$ cat src/fp_output_defs.vh
// Purpose: Constants for the frame pulse and output delay control block.
// Assumes: Byte-wide registers reached through a simple parallel byte port.
// Notes: Offsets are the device byte addresses; field layouts are local choices where none is printed.
`ifndef FP_OUTPUT_DEFS_VH
`define FP_OUTPUT_DEFS_VH
`define ADR_SYNTHA_OE 7'h36
`define ADR_SYNTHA_SQ 7'h37
`define ADR_SYNTHA_CP0 7'h3A
`define ADR_SYNTHA_CP1 7'h3C
`define ADR_SYNTHA_FD 7'h3D
`define ADR_PULSEA_RATE 7'h3E
`define ADR_PULSEA_SHAPE 7'h3F
`define ADR_PULSEA_FDL 7'h40
`define ADR_PULSEA_FDH 7'h41
`define ADR_PULSEA_FRM 7'h42
`define ADR_PULSEB_RATE 7'h43
`define ADR_PULSEB_SHAPE 7'h44
`define ADR_PULSEB_FDL 7'h45
`define ADR_PULSEB_FDH 7'h46
`define ADR_PULSEB_FRM 7'h47
`define ADR_SYNTHB_OE 7'h48
`define ADR_SYNTHB_SQ 7'h49
`define ADR_SYNTHB_CP0 7'h4C
`define ADR_SYNTHB_CP1 7'h4E
`define ADR_SYNTHB_FD 7'h4F
`define ADR_ETHER_OE 7'h50
`define ADR_ETHER_SQ 7'h51
`define ADR_ETHER_CP0 7'h53
`define ADR_ETHER_CP1 7'h54
`define ADR_ETHER_FD 7'h55
`define ADR_PRIMARY_OFS 7'h63
// Enable register fields: bit0/1 clock outputs, bit2/3 frame pulses, bit6 loop select, bit7 synthesizer on.
`define OE_CLK0 0
`define OE_CLK1 1
`define OE_FPA 2
`define OE_FPB 3
`define OE_LOOP 6
`define OE_RUN 7
// Squelch register fields: bits 0..3 run controls, bits 4..7 forced levels for the same outputs.
`define SQ_LEVEL 4
// Shape register fields.
`define SH_WIDTH_LSB 0
`define SH_STYLE 3
`define SH_FALL 4
`define SH_NEG 5
`define SH_LONG1HZ 6
`define SHAPE_SYNTH 3'h7
// Rate codes.
`define RATE_166 4'h0
`define RATE_400 4'h1
`define RATE_1K 4'h2
`define RATE_2K 4'h3
`define RATE_4K 4'h4
`define RATE_8K 4'h5
`define RATE_32K 4'h6
`define RATE_64K 4'h7
`define RATE_1HZ 4'h8
`define RATE_PPS 4'h9
// Timing in the 262.144 MHz pulse timebase.
`define TICK_HZ 262144000
`define FRAME_TICKS 32768
`define FINE_MAX 16'h7FFF
`define FRAME_MAX 7'h40
`define WIDTH_4MS_US 4000
`define WIDTH_PPS_NS 200
`define RESET_ZERO 8'h00
`define RESET_ETH 8'h83
`define RESET_SYN 8'h8F
`endif

$ cat src/fp_output_ctrl.v
// Purpose: Frame pulse generation, squelch, disable and delay control for the output synthesizers.
// Assumes: clk is the 262.144 MHz pulse timebase; synthesizer clocks arrive as pins from other domains.
// Notes: Fine phase and coarse phase values are driven out to the analog phase shifters as registered words.
`timescale 1ns/1ps
`include "fp_output_defs.vh"
module fp_output_ctrl #(
  parameter integer FRAME_TICKS = `FRAME_TICKS,
  parameter integer SEC_TICKS = `TICK_HZ,
  parameter integer LONG_TICKS = 1048576
) (
  input wire clk,
  input wire rst_b,
  input wire regWrite,
  input wire regRead,
  input wire [6:0] regAddr,
  input wire [7:0] regWdata,
  output reg [7:0] regRdata,
  input wire synthAClk0,
  input wire synthAClk1,
  input wire synthBClk0,
  input wire synthBClk1,
  input wire etherClk0,
  input wire etherClk1,
  input wire ppsIn,
  output reg [5:0] clkOut,
  output reg [5:0] clkOe,
  output reg [1:0] framePulse,
  output reg [1:0] framePulseOe,
  output reg etherSynthOn,
  output reg synthAOn,
  output reg synthBOn,
  output reg [8:0] etherPhase,
  output reg [8:0] synthAPhase,
  output reg [8:0] synthBPhase,
  output reg [11:0] coarsePhase
);
  localparam integer PPS_TICKS = (`WIDTH_PPS_NS * 262 + 999) / 1000;
  reg [7:0] regs_q [0:31];
  reg [2:0] syncA_q [0:5];
  reg [2:0] ppsSync_q;
  reg [7:0] fineLatch_q;
  wire [5:0] clkSync;
  integer i;
  function [4:0] slot;
    input [6:0] a;
    begin
      case (a)
        `ADR_SYNTHA_OE: slot = 5'd0;
        `ADR_SYNTHA_SQ: slot = 5'd1;
        `ADR_SYNTHA_CP0: slot = 5'd2;
        `ADR_SYNTHA_CP1: slot = 5'd3;
        `ADR_SYNTHA_FD: slot = 5'd4;
        `ADR_PULSEA_RATE: slot = 5'd5;
        `ADR_PULSEA_SHAPE: slot = 5'd6;
        `ADR_PULSEA_FDL: slot = 5'd7;
        `ADR_PULSEA_FDH: slot = 5'd8;
        `ADR_PULSEA_FRM: slot = 5'd9;
        `ADR_PULSEB_RATE: slot = 5'd10;
        `ADR_PULSEB_SHAPE: slot = 5'd11;
        `ADR_PULSEB_FDL: slot = 5'd12;
        `ADR_PULSEB_FDH: slot = 5'd13;
        `ADR_PULSEB_FRM: slot = 5'd14;
        `ADR_SYNTHB_OE: slot = 5'd15;
        `ADR_SYNTHB_SQ: slot = 5'd16;
        `ADR_SYNTHB_CP0: slot = 5'd17;
        `ADR_SYNTHB_CP1: slot = 5'd18;
        `ADR_SYNTHB_FD: slot = 5'd19;
        `ADR_ETHER_OE: slot = 5'd20;
        `ADR_ETHER_SQ: slot = 5'd21;
        `ADR_ETHER_CP0: slot = 5'd22;
        `ADR_ETHER_CP1: slot = 5'd23;
        `ADR_ETHER_FD: slot = 5'd24;
        `ADR_PRIMARY_OFS: slot = 5'd25;
        default: slot = 5'd31;
      endcase
    end
  endfunction
  // Combined phase word: primary offset always applies to the ether synthesizer, and to A and B only when primary-locked; sign extended to 9 bits.
  function [8:0] phaseSum;
    input [7:0] own;
    input [7:0] glob;
    input useGlob;
    begin
      phaseSum = {own[7], own} + (useGlob ? {glob[7], glob} : 9'h000);
    end
  endfunction
  wire [4:0] wSlot = slot(regAddr);
  wire [4:0] rSlot = slot(regAddr);
  // Multi-byte fine delay: low byte is buffered and both bytes land together on the high byte write.
  always @(posedge clk or negedge rst_b) begin
    if (!rst_b) begin
      for (i = 0; i < 32; i = i + 1) begin
        regs_q[i] <= `RESET_ZERO;
      end
      regs_q[0] <= `RESET_SYN;
      regs_q[15] <= `RESET_SYN;
      regs_q[20] <= `RESET_ETH;
      fineLatch_q <= 8'h00;
    end else if (regWrite && wSlot != 5'd31) begin
      if (wSlot == 5'd7 || wSlot == 5'd12) begin
        fineLatch_q[7:0] <= regWdata;
      end else if (wSlot == 5'd8 || wSlot == 5'd13) begin
        regs_q[wSlot - 5'd1] <= fineLatch_q[7:0];
        regs_q[wSlot] <= (regWdata[7]) ? 8'h7F : regWdata;
      end else if (wSlot == 5'd9 || wSlot == 5'd14) begin
        regs_q[wSlot] <= (regWdata > {1'b0, `FRAME_MAX}) ? {1'b0, `FRAME_MAX} : regWdata;
      end else begin
        regs_q[wSlot] <= regWdata;
      end
    end
  end
  always @(posedge clk or negedge rst_b) begin
    if (!rst_b) begin
      regRdata <= 8'h00;
    end else if (regRead) begin
      regRdata <= (rSlot == 5'd31) ? 8'h00 : regs_q[rSlot];
    end
  end
  // Three-stage synchronisers; a change counts once stages two and three agree.
  reg [5:0] clkStable_q;
  genvar g;
  generate
    for (g = 0; g < 6; g = g + 1) begin : gSync
      wire raw = (g == 0) ? synthAClk0 : (g == 1) ? synthAClk1 : (g == 2) ? synthBClk0 :
                 (g == 3) ? synthBClk1 : (g == 4) ? etherClk0 : etherClk1;
      always @(posedge clk or negedge rst_b) begin
        if (!rst_b) begin
          syncA_q[g] <= 3'b000;
          clkStable_q[g] <= 1'b0;
        end else begin
          syncA_q[g] <= {syncA_q[g][1:0], raw};
          if (syncA_q[g][1] == syncA_q[g][2]) begin
            clkStable_q[g] <= syncA_q[g][2];
          end
        end
      end
    end
  endgenerate
  assign clkSync = clkStable_q;
  reg ppsStable_q;
  always @(posedge clk or negedge rst_b) begin
    if (!rst_b) begin
      ppsSync_q <= 3'b000;
      ppsStable_q <= 1'b0;
    end else begin
      ppsSync_q <= {ppsSync_q[1:0], ppsIn};
      if (ppsSync_q[1] == ppsSync_q[2]) begin
        ppsStable_q <= ppsSync_q[2];
      end
    end
  end
  // Frame pulse engines: a free frame counter, then coarse and fine delay, then width and shaping.
  reg [31:0] period_q [0:1];
  reg [31:0] phaseCnt_q [0:1];
  reg [31:0] widthCnt_q [0:1];
  reg [1:0] pulseRaw_q;
  reg [1:0] ppsPrev_q;
  reg [1:0] clkPrev_q;
  function [31:0] ratePeriod;
    input [3:0] code;
    begin
      case (code)
        `RATE_166: ratePeriod = 48 * FRAME_TICKS;
        `RATE_400: ratePeriod = 20 * FRAME_TICKS;
        `RATE_1K: ratePeriod = 8 * FRAME_TICKS;
        `RATE_2K: ratePeriod = 4 * FRAME_TICKS;
        `RATE_4K: ratePeriod = 2 * FRAME_TICKS;
        `RATE_8K: ratePeriod = FRAME_TICKS;
        `RATE_32K: ratePeriod = FRAME_TICKS / 4;
        `RATE_64K: ratePeriod = FRAME_TICKS / 8;
        default: ratePeriod = SEC_TICKS;
      endcase
    end
  endfunction
  function [31:0] shapeWidth;
    input [2:0] code;
    begin
      case (code)
        3'h0: shapeWidth = 64;
        3'h1: shapeWidth = 32;
        3'h2: shapeWidth = 16;
        3'h3: shapeWidth = 8;
        3'h4: shapeWidth = 4;
        default: shapeWidth = 1;
      endcase
    end
  endfunction
  generate
    for (g = 0; g < 2; g = g + 1) begin : gPulse
      wire [7:0] rate = regs_q[5 + 5 * g];
      wire [7:0] shape = regs_q[6 + 5 * g];
      wire [15:0] fine = {regs_q[8 + 5 * g], regs_q[7 + 5 * g]};
      wire [7:0] frames = regs_q[9 + 5 * g];
      wire [31:0] per = ratePeriod(rate[3:0]);
      wire [31:0] offs = {16'h0000, fine} + frames * FRAME_TICKS;
      // The delay only moves the phase; a delay longer than the period wraps instead of stretching it.
      wire [31:0] offsMod = offs % per;
      wire synClk = clkSync[0];
      wire isPps = (rate[3:0] == `RATE_PPS);
      wire is1Hz = (rate[3:0] == `RATE_1HZ);
      // Synthesizer-clock widths count synthesizer edges, and the pin only moves on those edges,
      // so the pulse spans exactly one clock period whatever its phase to the frame counter.
      wire synPaced = !isPps && !shape[`SH_STYLE] && shape[2:0] == `SHAPE_SYNTH && !(is1Hz && shape[`SH_LONG1HZ]);
      wire synAligned = !isPps && (is1Hz || shape[2:0] == `SHAPE_SYNTH);
      wire synEdge = shape[`SH_FALL] ? (clkPrev_q[g] & ~synClk) : (~clkPrev_q[g] & synClk);
      wire fire = isPps ? (ppsStable_q & ~ppsPrev_q[g]) : (phaseCnt_q[g] == offsMod);
      wire [31:0] wid = isPps ? PPS_TICKS : is1Hz && shape[`SH_LONG1HZ] ? LONG_TICKS :
                        shape[`SH_STYLE] ? (per >> 1) : shapeWidth(shape[2:0]);
      always @(posedge clk or negedge rst_b) begin
        if (!rst_b) begin
          phaseCnt_q[g] <= 32'h00000000;
          widthCnt_q[g] <= 32'h00000000;
          period_q[g] <= 32'h00000000;
          pulseRaw_q[g] <= 1'b0;
          ppsPrev_q[g] <= 1'b0;
          clkPrev_q[g] <= 1'b0;
        end else begin
          ppsPrev_q[g] <= ppsStable_q;
          clkPrev_q[g] <= synClk;
          period_q[g] <= per;
          phaseCnt_q[g] <= (phaseCnt_q[g] + 32'h1 >= period_q[g]) ? 32'h0 : phaseCnt_q[g] + 32'h1;
          if (fire) begin
            widthCnt_q[g] <= wid;
          end else if (widthCnt_q[g] != 32'h0 && (!synPaced || synEdge)) begin
            widthCnt_q[g] <= widthCnt_q[g] - 32'h1;
          end
          if (!synAligned || synEdge) begin
            pulseRaw_q[g] <= (widthCnt_q[g] != 32'h0) ^ shape[`SH_NEG];
          end
        end
      end
    end
  endgenerate
  // Output stage: enable clears first, so a disabled output floats even if also squelched.
  wire [7:0] oeA = regs_q[0];
  wire [7:0] sqA = regs_q[1];
  wire [7:0] oeB = regs_q[15];
  wire [7:0] sqB = regs_q[16];
  wire [7:0] oeE = regs_q[20];
  wire [7:0] sqE = regs_q[21];
  wire [5:0] runBit = {sqE[1:0], sqB[1:0], sqA[1:0]};
  wire [5:0] lvlBit = {sqE[5:4], sqB[5:4], sqA[5:4]};
  wire [5:0] enBit = {oeE[1:0] & {2{oeE[`OE_RUN]}}, oeB[1:0] & {2{oeB[`OE_RUN]}},
                      oeA[1:0] & {2{oeA[`OE_RUN]}}};
  always @(posedge clk or negedge rst_b) begin
    if (!rst_b) begin
      clkOut <= 6'h00;
      clkOe <= 6'h00;
      framePulse <= 2'h0;
      framePulseOe <= 2'h0;
      etherSynthOn <= 1'b0;
      synthAOn <= 1'b0;
      synthBOn <= 1'b0;
      etherPhase <= 9'h000;
      synthAPhase <= 9'h000;
      synthBPhase <= 9'h000;
      coarsePhase <= 12'h000;
    end else begin
      clkOe <= enBit;
      clkOut <= (clkSync & runBit) | (lvlBit & ~runBit);
      framePulseOe <= oeA[`OE_FPB:`OE_FPA] & {2{oeA[`OE_RUN]}};
      framePulse <= (pulseRaw_q & sqA[3:2]) | (sqA[7:6] & ~sqA[3:2]);
      etherSynthOn <= oeE[`OE_RUN];
      synthAOn <= oeA[`OE_RUN];
      synthBOn <= oeB[`OE_RUN];
      etherPhase <= phaseSum(regs_q[24], regs_q[25], 1'b1);
      synthAPhase <= phaseSum(regs_q[4], regs_q[25], ~oeA[`OE_LOOP]);
      synthBPhase <= phaseSum(regs_q[19], regs_q[25], ~oeB[`OE_LOOP]);
      coarsePhase <= {regs_q[23][1:0], regs_q[22][1:0], regs_q[18][1:0], regs_q[17][1:0],
                      regs_q[3][1:0], regs_q[2][1:0]};
    end
  end
endmodule // fp_output_ctrl

$ cat config.mk
export PLATFORM = sky130hd
export DESIGN_NAME = fp_output_ctrl
export DESIGN_NICKNAME = d
export VERILOG_FILES = /design/src/fp_output_ctrl.v
export VERILOG_INCLUDE_DIRS = /design/src
export SDC_FILE = /design/constraint.sdc
export NUM_CORES = 1
export LEC_CHECK = 0
export BUFFER_PORTS_ARGS = -buffer_cell sky130_fd_sc_hd__buf_2
export CAP_MARGIN = 20
export CORE_ASPECT_RATIO = 0.5
export CORE_MARGIN = 1.5
export CORE_UTILIZATION = 31
export DETAILED_ROUTE_END_ITERATION = 10
export PLACE_DENSITY = 0.47
export SLEW_MARGIN = 30
export SYNTH_ARGS = -nofsm -noshare
export SYNTH_HDL_FRONTEND = slang
export SYNTH_SLANG_ARGS = --single-unit
$ cat constraint.sdc
create_clock -name clk -period 115.3 [get_ports clk]
set_input_delay 11.53 -clock clk [delete_from_list [all_inputs] [get_ports clk]]
set_output_delay 11.53 -clock clk [all_outputs]
set_load 0.02 [all_outputs]
==> results.md, run 1 <==
- Worst skew pair latency: 0.64 ns
- RSZ-0062 raised after global routing: false
- DP Area: 50780 um2
- Core area: 152800 um2
- Primary FF master, synth: dfrtp_1
- Final hold violations: 0
- Cell area after synthesis: 48070 um2
- Vias in the first global route: between 40k and 50k
- Final Max Tran Viols: 0
- Drt initial violations: 3540
- CP Launch Type: flip-flop
- Slew headroom: 0.2882
- Clock skew: 0.03096 ns
- Worst-Margin Slew: 1.064 ns
- Final worst slack: 69.38 ns
- Clock Path Buffers: 3
- CTS tree: yes
- HP Class: reg -> reg
- Hold_sp: syncA_q[0]
- Initial Utilization: 0.3146
- Largest net degree at the start of global routing: 136
- WP data required: 115.81 ns
- Die H: 281.5 um
- Synth Instances: 6030
- Setup CP Type: reg -> reg
- Cts repair resizes: 0
- Number of setup buffers added after CTS: 0
- Post-synth EDFFs: 0
- Synth Warn #: 0
- WL per Instance: 20.35 um
- Row count: 101
- Worst-path cell with the longest stage delay: a31o_2
- Max Clock Freq: between 0.02 and 0.025 GHz
- Async set or reset register ratio after synthesis: 1.000
- Share of layout cells above drive strength 1: 0.08928
- Port buffer count: 91
- Max H-tree Level: 2
- Sequential fraction of the synthesis area: 0.2648
- GRT overflow: 0
- Tcrit/Tclk final: 0.3982
- Mean Syn Cell Area: 7.972 um2
- Status: complete, no violations
- All-Layer GR Usage: 0.2033
- Crit path buf inv count: 11
- Synth-to-Final Area Change: 9.971%
- Fillers: 16.01k
- Hold_buf cts: 0
- Crit path DAT: 46.43 ns
- GPL Wtd Cong: 0.9014
- Final-report setup violation count: 0
- Met1 Routed Length: 82.42 mm
- Setup crit start: gPulse[0].rate[3]
- Critical path's top delay family: compound AO/OA/AOI/OAI gates
- Routed vias/inst: around 5.5
- Via Count: 45.10k
- Hpwl dp: 126.1 mm
- Total die area: 157600 um2
- Worst setup EP type: flip-flop
- Root Buffer Master: clkbuf_16
- Num CTS Buffers: 60
- Total Neg Setup Slack: 0 ns
- Antenna Violating Nets Remaining: 0
- Metal3 WL: 8.114 mm
- Metal2 WL: 71.83 mm
- DR DRC count: 0
- Clk sinks: 508
- Max-Cap Viols: 0
- FF+latch count, synth: 508
- Final nets: roughly 6.5k
- Pre-CTS WS: 70.15 ns
- Total Routed Length: 165.7 mm
- Worst-path clk slew: 0.06 ns
- R2r startpoint: gPulse[0].rate[3]
- Crit path top cell by count: ha_1
- DR top layer: met5
- Slowest stage delay, CP: 0.76 ns
- Cell area after layout: 52870 um2
- Most frequent cells in the layout: 788 x nand2_1, 523 x nor2_1, 495 x dfrtp_1
- Library cells used by synthesis: 126
- Critical Path Fanout Max: 41
- Min Tclk post-route: 45.92 ns
- IO Pins: 92
- Drt pass-1 iters: 6
- Initial antenna violation count: 4
- Commonest non-fill, non-tap cell in the layout: nand2_1
- First-pass GRT wire length: roughly 260 mm
- Chip Width: 559.9 um
[cell usage after synthesis (all sizes together) (24+ instances only)]
cell | n | area, um2
a2111oi | 25 | 290.3
a211o | 24 | 210.2
a211oi | 67 | 563.0
a21o | 142 | 1066
a21oi | 360 | 1813
a311oi | 38 | 339.1
a31o | 24 | 210.2
a31oi | 98 | 613.1
and2 | 70 | 437.9
and3 | 122 | 773.2
buf | 58 | 296.5
clkbuf | 181 | 680.7
dfrtp | 495 | 12390
ha | 414 | 5180
inv | 247 | 927.1
mux2 | 124 | 1411
mux2i | 72 | 724.4
nand2 | 792 | 2980
nand2b | 71 | 444.2
nand3 | 185 | 930.9
nand4 | 65 | 406.6
nor2 | 526 | 1974
nor2b | 88 | 550.5
nor3 | 154 | 782.0
nor4 | 52 | 344.1
o211ai | 55 | 422.9
o21a | 76 | 578.1
o21ai | 442 | 2227
o21bai | 28 | 221.5
o31ai | 50 | 399.1
or2 | 53 | 331.6
or3 | 47 | 294.0
xnor2 | 260 | 2277
xor2 | 196 | 1717
[per-stage QoR]
step	utilization	cells	hold WS (ns)
detailed placement	0.3324	8028	0.3371
finish	0.3460	8144	0.3479
global placement	0.3323	8028	0.3364
global route	0.3460	8142	0.3624
CTS	0.3455	8141	0.3505
floorplan	-	6053	0.3312
[flip-flops by register name, indices dropped and copies added (netlist names), 9 cells and up]
| signal | count |
|---|---|
| phaseCnt_q | 64 |
| gPulse.fine | 32 |
| gPulse.frames | 16 |
| synthBPhase | 9 |
| regs_q | 128 |
| etherPhase | 9 |
| synthAPhase | 9 |
| syncA_q | 18 |
| coarsePhase | 12 |
| gPulse.rate | 16 |
| period_q | 18 |
| gPulse.shape | 16 |
| widthCnt_q | 64 |
[cell families after synthesis]
kind of cell    after synthesis  synth area share
compound gates             1645            0.2283
xor+xnor                    457           0.08355
fa+ha+maj                   424            0.1105
buf+inv                     487           0.03969
flops                       508            0.2648
mux                         196           0.04443
other cells                   1        0.00007801
simple gates               2312            0.2287
[metal layers]
metal | global-route usage | vias up
met1 | 0.2992 | 21956
met3 | 0.02055 | 167
li1 | - | 21824
met2 | 0.3184 | 1149
met4 | 0.04473 | 2
met5 | 0 | -
[cell type report]
type	count	area, um2	share of cell area
tap	2060	2577	0.04876
inverter	248	930.9	0.01761
clock buffer	87	1724	0.03261
clock inverter	26	277.8	0.005254
timing repair buffer	155	1002	0.01896
sequential	508	12730	0.2408
antenna	2	5.005	0.00009467
multi-input combinational	5058	33620	0.6359
[worst paths after layout]
check / endpoint / slack [ns] / depth (start not counted)
min reg2reg: syncA_q[1] / 0.35 / 0
min: syncA_q[1] / 0.35 / 0
max: widthCnt_q[56] / 69.38 / 170
max in group asynchronous: clkOe[4] / 102.84 / 3
max reg2reg: widthCnt_q[56] / 69.38 / 170
min in group asynchronous: synthAPhase[8] / 10.77 / 1
Power of run 1 is not shown: default switching activity piles up to over one toggle a cycle in this logic, so the estimate is an artifact.
==> run 2, diff against run 1 <==
PLACE_DENSITY = 0.49   (was 0.47)
clock period = 39.4 ns   (was 115.3 ns; I/O delays follow)
==> run 2 against run 1 <==
Sequential cell count did not move. Critical path type unchanged. Clock-buffer cell count rose by 4. First-iteration DRC count is 3.2% higher. Utilization up 1.6 points. Final cell count is 2.9% higher. Die area is the same.
==> results.md, run 2 (same netlist as run 1, synthesis figures left out) <==
- Status: complete, no violations
- WL per Instance: 19.93 um (-2.1%)
- Commonest non-fill, non-tap cell in the layout: nand2_1
- Drt initial violations: 3655 (+3.2%)
- Final Max Tran Viols: 0 (unchanged)
- Routed vias/inst: 5.406 (-2.4%)
- Critical path's top delay family: compound AO/OA/AOI/OAI gates
- Fillers: 16.10k (+0.60%)
- Worst setup EP type: flip-flop
- Regs by FF count: regs_q (128), phaseCnt_q (64), widthCnt_q (64)
- Most flop-heavy register: regs_q
- CP Launch Type: flip-flop
- Tcrit/Tclk final: 0.9395 (+0.5412)
- HP Class: reg -> reg
- Max reg flops: 128 (unchanged)
- Clock skew: 0.02724 ns (-0.003723 ns)
- Total die area: 157600 um2 (unchanged)
- Worst-path cell with the longest stage delay: o31ai_1
- Hpwl dp: 125.8 mm (-0.23%)
- Port buffer count: 91 (unchanged)
- Worst skew pair latency: 0.63 ns (about the same)
- GPL Wtd Cong: 0.9388 (+4.1%)
- Max-Cap Viols: 0 (unchanged)
- CTS tree: yes
- Core area: 152800 um2 (unchanged)
- Root Buffer Master: clkbuf_16
- Largest net degree at the start of global routing: 161 (+18%)
- Critical Path Fanout Max: 17 (-59%)
- Num CTS Buffers: 57 (-5.0%)
- Initial antenna violation count: 5 (+1)
- Antenna Violating Nets Remaining: 0 (unchanged)
- R2R Setup Slk: 2.38 ns (-67.00 ns)
- Most frequent cells in the layout: 783 x nand2_1, 515 x nor2_1, 494 x dfrtp_1
- Max H-tree Level: 2 (unchanged)
- ANT cells: 0 (-2)
- IO Pins: 92 (unchanged)
- Share of layout cells above drive strength 1: 0.1393 (+0.04998)
- Initial Utilization: 0.3146 (unchanged)
- Total Neg Setup Slack: 0 ns (unchanged)
- Crit path buf inv count: 21 (+10)
- Total Routed Length: 167.0 mm (+0.76%)
- WP data required: 39.89 ns (-75.92 ns)
- Via Count: 45.30k (+0.44%)
- Min Tclk post-route: 37.02 ns (-8.902 ns)
- Setup CP Type: reg -> reg
- Final Core Density: 0.3619 (+0.01587)
- Slew headroom: 0.2849 (-0.003234)
- Hold_buf cts: 0 (unchanged)
- Max Clock Freq: 0.02702 GHz (+24%)
- Slowest stage delay, CP: 0.49 ns (-0.27 ns)
- Die H: 281.5 um (unchanged)
- Synth-to-Final Area Change: 15.02%
- Pre-CTS WS: -0.7307 ns (-70.88 ns)
- Crit path top cell by count: ha_1
- DR DRC count: 0 (unchanged)
- Clk sinks: 508 (unchanged)
- Final nets: 6715 (+3.7%)
- Final-report setup violation count: 0 (unchanged)
- Vias in the first global route: 42.69k (-0.55%)
- Drt pass-1 iters: 6 (unchanged)
- Worst-Margin Slew: 1.073 ns (+0.008781 ns)
- Final worst slack: 2.385 ns (-67.00 ns)
- Final hold violations: 0 (unchanged)
- All-Layer GR Usage: 0.2043 (+0.001051)
- GRT overflow: 0 (unchanged)
- Clock Path Buffers: 3 (unchanged)
- First-pass GRT wire length: 257.4 mm (+0.68%)
- Row count: 101 (unchanged)
- Worst-path clk slew: 0.06 ns (about the same)
- Crit path DAT: 37.50 ns (-8.93 ns)
- Chip Width: 559.9 um (unchanged)
==> run 2: changes by cell type in the layout (fill, tap and decap cells not counted), sizes merged, moves of 2 or more <==
cell and change:
clkbuf +4, inv -2, buf +239, a31o +3, clkinv -4, diode -2
clkinvlp -4
==> run 2: timing repair <==
item                       4_1_cts  5_1_grt
setup endpoints to repair       32       64
resized for setup                5      160
cloned                           1        4
pin swaps                        2       30
setup buffers                    3       38
==> run 2: final cells by class <==
| cell class | count | area (um2) | share of cell area |
|---|---|---|---|
| clock inverters | 15 | 161.4 | 0.002919 |
| clock buffers | 91 | 1717 | 0.03105 |
| flip-flops and latches | 508 | 12730 | 0.2302 |
| well taps | 2060 | 2577 | 0.04662 |
| inverters | 248 | 930.9 | 0.01684 |
| multi-input cells | 5063 | 34310 | 0.6205 |
| repair buffers | 394 | 2864 | 0.05180 |
==> run 2: final timing paths <==
check	startpoint	endpoint	cells after the start
hold / removal	syncA_q[3]	syncA_q[4]	0
min in group asynchronous	rst_b	syncA_q[9]	1
hold reg to reg	syncA_q[3]	syncA_q[4]	0
setup reg to reg	gPulse[0].rate[2]	widthCnt_q[55]	190
max in group asynchronous	rst_b	phaseCnt_q[8]	3
setup / recovery	gPulse[0].rate[2]	widthCnt_q[55]	190
==> run 2: through the flow <==
stage / hold slack [ns] / std cells / instance area [um2]
after global placement: 0.3328 / 8226 / 52310
after floorplan: 0.3312 / 6053 / 48160
after global routing: 0.3628 / 8379 / 55290
after detailed placement: 0.3371 / 8226 / 52320
final: 0.3474 / 8379 / 55290
after CTS: 0.3505 / 8336 / 54250
==> run 2: layer usage <==
layer,vias to the layer above,share of wire,GRT usage
met2,969,0.43,0.3177
met5,-,0.00010,0
li1,22313,-,-
met4,2,0.021,0.04311
met3,172,0.039,0.01586
met1,21842,0.51,0.3062
Power of run 2 is left out for the same reason.
